### src/hdl/wwdt_params.svh
`ifndef WWDT_PARAMS_SVH
`define WWDT_PARAMS_SVH

// register byte offsets
`define WWDT_OFF_CR 8'h00
`define WWDT_OFF_MR 8'h04
`define WWDT_OFF_SR 8'h08

// reset values
`define WWDT_CFG_RESET 32'h3FFF_2FFF
`define WWDT_FLG_RESET 32'h0000_0000
`define WWDT_CFG_MASK 32'h3FFF_FFFF

// restart command fields
`define WWDT_KEY 8'hA5
`define WWDT_KEY_HI 31
`define WWDT_KEY_LO 24
`define WWDT_RESTART_BIT 0

// status fields
`define WWDT_FLG_UNF_BIT 0
`define WWDT_FLG_ERR_BIT 1

// slow clock prescaler
`define WWDT_SLOW_DIV 8'h80

`endif

### src/hdl/wwdt_pkg.sv
package wwdt_pkg;

   // configuration register layout, msb first
   typedef struct packed {
      logic [1:0] rsvd;
      logic halt_in_idle;
      logic halt_in_debug;
      logic [11:0] restart_window_value;
      logic counter_disable;
      logic processor_only_reset_select;
      logic reset_on_fault_enable;
      logic fault_interrupt_enable;
      logic [11:0] reload_value;
   } wwdt_mode_t;

   // prescaler state
   typedef struct packed {
      logic sync1;
      logic sync2;
      logic prev;
      logic [6:0] cnt;
      logic tick;
   } wwdt_pre_st_t;

   // watchdog core and bus state
   typedef struct packed {
      wwdt_mode_t mode;
      logic locked;
      logic [11:0] counter;
      logic underflow_flag;
      logic window_error_flag;
      logic irq;
      logic fault;
      logic rst_all;
      logic ack;
      logic [31:0] rdata;
   } wwdt_st_t;

   // fault requests to the outside
   typedef struct packed {
      logic irq;
      logic fault;
      logic rst_all;
      logic rst_proc;
   } wwdt_fault_t;

endpackage

### src/hdl/wwdt_prescaler.sv
`include "wwdt_params.svh"

// divides the synchronised slow clock into a one-cycle tick
module wwdt_prescaler #(
   parameter logic [7:0] DIV = `WWDT_SLOW_DIV
) (
   input wire logic clk_i,
   input wire logic rst_i,
   input wire logic slow_clk_i,
   input wire logic run_i,
   input wire logic clear_i,
   output logic tick_o
);

   wwdt_pkg::wwdt_pre_st_t q;
   wwdt_pkg::wwdt_pre_st_t d;
   logic edge_seen;
   logic [6:0] last;

   assign last = 7'(DIV - 8'h01);
   assign edge_seen = q.sync2 && !q.prev;

   // two-flop synchroniser, then divide rising edges
   always_comb begin
      d = q;
      d.sync1 = slow_clk_i;
      d.sync2 = q.sync1;
      d.prev = q.sync2;
      d.tick = 1'b0;
      if (clear_i) begin
         d.cnt = 7'h00;
      end else if (run_i && edge_seen) begin
         if (q.cnt == last) begin
            d.cnt = 7'h00;
            d.tick = 1'b1;
         end else begin
            d.cnt = 7'(q.cnt + 7'h01);
         end
      end
   end

   always_ff @(posedge clk_i) begin
      if (rst_i) begin
         q <= '0;
      end else begin
         q <= d;
      end
   end

   assign tick_o = q.tick;
endmodule

### src/hdl/wwdt_top.sv
// Our own choice: the Wishbone slave port.
`include "wwdt_params.svh"

// Overview of operation
// - three registers; status reads zero after reset
// - configuration resets to 0x3FFF_2FFF
// - configuration accepts one write per reset
// - restart write needs key 0xA5 on top
// - keyed write with bit0 set restarts
// - bits 11:0 give the reload value
// - interrupt enable routes faults to interrupt
// - reset enable routes faults to reset
// - bit 14 picks processor-only reset
// - restart allowed when counter within window
// - restart above window flags an error
// - debug halt stops counter in debug
// - idle halt stops counter in idle
// - disable bit stops the counter
// - underflow flag sticky until status read
// - window error flag sticky until read
// - counter ticks on slow clock /128
// - restart reloads counter and clears prescaler
// - underflow sets flag; fault line only with reset enable
// - status read or reset clears the flags and fault requests
module wwdt_top #(
   parameter logic [7:0] SLOW_DIV = `WWDT_SLOW_DIV
) (
   input wire logic clk_i,
   input wire logic rst_i,
   input wire logic wb_cyc_i,
   input wire logic wb_stb_i,
   input wire logic wb_we_i,
   input wire logic [7:0] wb_adr_i,
   input wire logic [3:0] wb_sel_i,
   input wire logic [31:0] wb_dat_i,
   output logic [31:0] wb_dat_o,
   output logic wb_ack_o,
   input wire logic slow_clk_i,
   input wire logic debug_i,
   input wire logic idle_i,
   output logic irq_o,
   output logic fault_o,
   output logic rst_all_req_o,
   output logic rst_proc_req_o
);

   wwdt_pkg::wwdt_st_t q;
   wwdt_pkg::wwdt_st_t d;
   wwdt_pkg::wwdt_fault_t req;

   logic take;
   logic wr_cr;
   logic wr_mr;
   logic rd_sr;
   logic key_ok;
   logic restart_cmd;
   logic in_window;
   logic restart_ok;
   logic win_err_ev;
   logic run_en;
   logic tick;
   logic unf_ev;
   logic fault_ev;
   logic reload;
   logic [31:0] mr_merged;

   // byte address match; the low two bits must be zero
   function automatic logic addr_is(input logic [7:0] adr,
                                    input logic [7:0] off);
      return adr == off;
   endfunction

   // merge write data into a word under byte enables
   function automatic logic [31:0] merge(input logic [31:0] old,
                                         input logic [31:0] wd,
                                         input logic [3:0] sel);
      logic [31:0] r;
      r = old;
      for (int i = 0; i < 4; i++) begin
         if (sel[i]) begin
            r[i*8 +: 8] = wd[i*8 +: 8];
         end
      end
      return r;
   endfunction

   // a request is taken once, in the cycle before ack
   assign take = wb_cyc_i && wb_stb_i && !q.ack;
   assign wr_cr = take && wb_we_i && addr_is(wb_adr_i, `WWDT_OFF_CR);
   assign wr_mr = take && wb_we_i && addr_is(wb_adr_i, `WWDT_OFF_MR);
   assign rd_sr = take && !wb_we_i && addr_is(wb_adr_i, `WWDT_OFF_SR);

   // key lane and restart lane must both be enabled
   assign key_ok = wb_sel_i[3] &&
      wb_dat_i[`WWDT_KEY_HI:`WWDT_KEY_LO] == `WWDT_KEY;
   assign restart_cmd = wr_cr && key_ok && wb_sel_i[0] &&
      wb_dat_i[`WWDT_RESTART_BIT];

   // window check holds even while the counter is disabled
   assign in_window =
      q.counter <= q.mode.restart_window_value;
   assign restart_ok = restart_cmd && in_window;
   assign win_err_ev = restart_cmd && !in_window;

   // counter runs unless disabled or halted by debug or idle
   assign run_en = !q.mode.counter_disable &&
      !(q.mode.halt_in_debug && debug_i) &&
      !(q.mode.halt_in_idle && idle_i);

   // the first configuration write after reset also reloads and restarts
   assign reload = restart_ok || (wr_mr && !q.locked);

   assign unf_ev = tick && run_en && !reload &&
      q.counter == 12'h000;
   assign fault_ev = unf_ev || win_err_ev;

   assign mr_merged = merge(q.mode, wb_dat_i, wb_sel_i) &
      `WWDT_CFG_MASK;

   // prescaler is cleared along with every reload
   wwdt_prescaler #(
      .DIV(SLOW_DIV)
   ) u_prescaler (
      .clk_i(clk_i),
      .rst_i(rst_i),
      .slow_clk_i(slow_clk_i),
      .run_i(run_en),
      .clear_i(reload),
      .tick_o(tick)
   );

   // next state of the whole block
   always_comb begin
      d = q;
      d.ack = take;

      // write-once configuration: later writes fall away silently
      if (wr_mr && !q.locked) begin
         d.mode = wwdt_pkg::wwdt_mode_t'(mr_merged);
         d.locked = 1'b1;
      end

      // down counter; underflow reloads so faults keep repeating
      if (restart_ok) begin
         d.counter = q.mode.reload_value;
      end else if (wr_mr && !q.locked) begin
         d.counter = d.mode.reload_value;
      end else if (tick && run_en) begin
         if (q.counter == 12'h000) begin
            d.counter = q.mode.reload_value;
         end else begin
            d.counter = 12'(q.counter - 12'h001);
         end
      end

      // sticky flags: a new event wins over a clearing read
      d.underflow_flag = (q.underflow_flag && !rd_sr) ||
         unf_ev;
      d.window_error_flag = (q.window_error_flag && !rd_sr) ||
         win_err_ev;

      // interrupt and reset requests held until status read
      d.irq = (q.irq && !rd_sr) ||
         (fault_ev && q.mode.fault_interrupt_enable);
      d.fault = (q.fault && !rd_sr) ||
         (fault_ev && q.mode.reset_on_fault_enable);
      d.rst_all = (q.rst_all && !rd_sr) ||
         (fault_ev && q.mode.reset_on_fault_enable &&
          !q.mode.processor_only_reset_select);
      if (rd_sr) begin
         d.irq = d.irq && fault_ev;
      end

      // read data; restart register and holes read as zero
      d.rdata = 32'h0000_0000;
      if (take && !wb_we_i) begin
         if (addr_is(wb_adr_i, `WWDT_OFF_MR)) begin
            d.rdata = q.mode;
         end else if (addr_is(wb_adr_i, `WWDT_OFF_SR)) begin
            d.rdata[`WWDT_FLG_UNF_BIT] = q.underflow_flag;
            d.rdata[`WWDT_FLG_ERR_BIT] = q.window_error_flag;
         end
      end
   end

   // reset restores configuration and unlocks it
   always_ff @(posedge clk_i) begin
      if (rst_i) begin
         q <= '0;
         q.mode <= wwdt_pkg::wwdt_mode_t'(`WWDT_CFG_RESET);
         q.counter <= 12'hFFF;
      end else begin
         q <= d;
      end
   end

   // outputs straight from state
   assign req.irq = q.irq;
   assign req.fault = q.fault;
   assign req.rst_all = q.rst_all;
   assign req.rst_proc = q.fault;
   assign irq_o = req.irq;
   assign fault_o = req.fault;
   assign rst_all_req_o = req.rst_all;
   assign rst_proc_req_o = req.rst_proc;
   assign wb_ack_o = q.ack;
   assign wb_dat_o = q.rdata;
endmodule

### config.mk
export PLATFORM = sky130hd
export DESIGN_NAME = wwdt_top
export DESIGN_NICKNAME = d
export VERILOG_FILES = /design/src/hdl/wwdt_pkg.sv /design/src/hdl/wwdt_prescaler.sv /design/src/hdl/wwdt_top.sv
export VERILOG_INCLUDE_DIRS = /design/src /design/src/hdl
export SDC_FILE = /design/constraint.sdc
export NUM_CORES = 1
export LEC_CHECK = 0
export BUFFER_PORTS_ARGS = -buffer_cell sky130_fd_sc_hd__buf_4
export CAP_MARGIN = 10
export CORE_MARGIN = 5
export CORE_UTILIZATION = 50
export CTS_CLUSTER_DIAMETER = 80
export DETAILED_ROUTE_END_ITERATION = 10
export PLACE_DENSITY = 0.82
export SYNTH_ARGS = -nofsm -noshare
export SYNTH_HDL_FRONTEND = slang
export SYNTH_SLANG_ARGS = --single-unit
### constraint.sdc
create_clock -name clk_i -period 3.85 [get_ports clk_i]
set_input_delay 0.385 -clock clk_i [delete_from_list [all_inputs] [get_ports clk_i]]
set_output_delay 0.385 -clock clk_i [all_outputs]
set_load 0.005 [all_outputs]
==> impl_metrics.env <==
export IMPL_final_cell_mix="dfxtp_1 (90), buf_4 (90), nand2_1 (40)"
export IMPL_rsz0062_at_grt="false"
export IMPL_clk_latency_ps=360
export IMPL_setup_viol=0
export IMPL_cts_buffer_depth=2
export IMPL_postCtsSetupBuffers=0
export IMPL_pin_count=89
export IMPL_max_slew_worst_pin_slew_ps=623
export IMPL_setup_tns_ps=0
export IMPL_met3_length_um=628
export IMPL_first_pass_iters=5
export IMPL_gp_congestion=0.895
export IMPL_numClockSinks=90
export IMPL_hpwl_mm=7.64
export IMPL_ant_nets=0
export IMPL_grt_pass1_vias=3410
export IMPL_async_flop_share_pct=0
export IMPL_yosys_warnings=0
export IMPL_port_buffers=86
export IMPL_wl_per_cell_um=15.9
export IMPL_cts_buffers=9
export IMPL_antenna_cells=0
export IMPL_grt_pass1_wl_mm=16.4
export IMPL_worst_setup_path_end_kind="register"
export IMPL_hold_buffers=0
export IMPL_dr_wl_met2_mm=5.09
export IMPL_die_h_um=103
export IMPL_maxCapViolations=0
export IMPL_die_area_um2=10700
export IMPL_yosys_top_cells_area="dfxtp_1 (41%), buf_4 (6.4%), mux2i_1 (6.0%), and2_1 (4.4%), ha_1 (4.3%)"
export IMPL_crit_type="register to register"
export IMPL_cts_tree="yes"
export IMPL_leakage_uw=0.00228
export IMPL_layout_drive_gt1_share_pct=22.0
export IMPL_yosysTopAreaCell="dfxtp_1"
export IMPL_fin_hold_ws_ps=239
export IMPL_wl_met1_mm=4.47
export IMPL_cts_max_level=3
export IMPL_highest_layer="met4"
export IMPL_ys_flop_type="dfxtp_1"
export IMPL_drt_wl_total_mm=10.3
export IMPL_fmax_ghz=0.361
export IMPL_finalHoldViolations=0
export IMPL_synth_seq_cells=90
export IMPL_first_iter_violations=153
export IMPL_arrival_ps=3020
export IMPL_maxSlewHeadroom_pct=58.3
export IMPL_r2r_cells=9
export IMPL_start_util_pct=50.6
export IMPL_ff2ff_setup_slack_ps=1080
export IMPL_yosysUniqueCellTypes=60
export IMPL_critPathRequiredTime_ps=4100
export IMPL_overflow=0
export IMPL_grt_max_degree=31
export IMPL_hold_class="primary input to register"
export IMPL_die_w_um=103
export IMPL_synth_edf_count=0
export IMPL_via_per_inst=5.41
export IMPL_vias=3513
export IMPL_cts_root_buf="clkbuf_8"
export IMPL_ir_drop_mv=0.166
export IMPL_status="finished, final reports clean"
export IMPL_grt_usage_pct=19.5
export IMPL_antenna_found_initial=0
export IMPL_cp_start_kind="register"
export IMPL_slew_violations=0
export IMPL_crit_fanout=15
export IMPL_cts_resized_gates=0
export IMPL_fin_crit_sh_pct=71.9
export IMPL_core_rowCount=34
export IMPL_power_density_nw_per_um2=336
export IMPL_netlist_area_um2=4370
export IMPL_clk_pin_slew_worst_paths_ps=100
export IMPL_netlist_instances=488
export IMPL_worstHoldPathCells=3
export IMPL_drc=0
export IMPL_avgSynthCellArea_um2=8.95
export IMPL_nets=603
export IMPL_synth_seq_area_share_pct=41.3
export IMPL_period_needed_ps=2770
export IMPL_core_area_um2=8640
export IMPL_fin_skew_ps=15.0
export IMPL_synth_top_area_share_pct=41.3
export IMPL_area_growth_syn_to_layout_pct=15.0
## worst max-delay path, cell delays in order, from the launching register on
cell and delay, ps:
dfxtp_1 470, inv_1 130, ha_1 220, nor2b_1 100, o211ai_1 80, a211o_1 290
a41oi_2 390, and3_1 570, a21oi_1 80, a221o_1 320
## sequential cells by signal, indices dropped and copies added (netlist names)
name / cells
wb_dat_o: 30
wb_ack_o: 1
rst_all_req_o: 1
u_prescaler.d: 2
u_prescaler.q: 8
q: 45
irq_o: 1
u_prescaler.tick_o: 1
fault_o: 1
## synthesized netlist by cell type (4+ instances only)
cell type	instances
buf_2	4
nand3_1	15
dfxtp_1	90
clkbuf_1	9
a31oi_1	4
buf_4	37
nor2_1	39
nand4_1	5
inv_1	15
buf_6	4
nor2b_1	6
xor2_1	5
o21ai_0	12
and2_1	31
mux2i_1	26
o21ai_1	8
nor4_1	5
a21oi_1	33
xnor2_1	8
nand2_1	40
ha_1	15
nor3_1	14
o22ai_1	7
## metal layers
layer  global-route usage, %  vias up
met3                    4.43       12
li1                        -     1768
met2                    32.2      109
met1                    25.4     1624
met4                    6.37        0
met5                       0        -
## final timing paths
kind                            endpoint                         from
max                   q[43]$_SDFFE_PP1P_           q[38]$_SDFFE_PP1P_
min                     q[56]$_SDFF_PP1_                  wb_dat_i[5]
max reg2reg           q[43]$_SDFFE_PP1P_           q[38]$_SDFFE_PP1P_
min reg2reg  u_prescaler.d[8]$_SDFF_PP0_  u_prescaler.d[9]$_SDFF_PP0_
## cell type report
cell class / count / area, um2
multi-input combinational: 330 / 2150
clock buffer: 11 / 141
clock inverter: 5 / 62.6
fill: 796 / 3620
sequential: 90 / 1800
tap: 108 / 135
timing repair buffer: 90 / 676
inverter: 15 / 56.3
## kinds of logic after synthesis
group	Yosys count	share of synthesized area, %
other	1	0.0859
adders and majority gates	15	4.30
AOI/OAI and AO/OA	88	12.7
xor gates and xnor gates	13	2.61
and+or+nand+nor	186	23.2
buffers and inverters	69	9.91
DFF	90	41.3
muxes	26	5.96
## through the flow
step	instance area (um2)	total power (uW)	setup WS [ps]	util [%]	std cells
2_1_floorplan	4370	986	1470	-	489
3_3_place_gp	4820	1040	1260	55.8	633
3_5_place_dp	4820	1040	1170	55.8	633
4_1_cts	5020	1700	1120	58.1	649
5_1_grt	5020	1740	924	58.1	649
6_report	5020	1680	1080	58.1	649
## power by group
| group | internal, uW | total, uW | leakage, uW | switching [uW] |
|---|---|---|---|---|
| Sequential | 932 | 933 | 0.000727 | 0.961 |
| Combinational | 45.1 | 83.6 | 0.00146 | 38.4 |
| Clock | 322 | 668 | 0.0000962 | 347 |
| Total | 1300 | 1680 | 0.00228 | 386 |
Power figures use the tool's default switching activity.
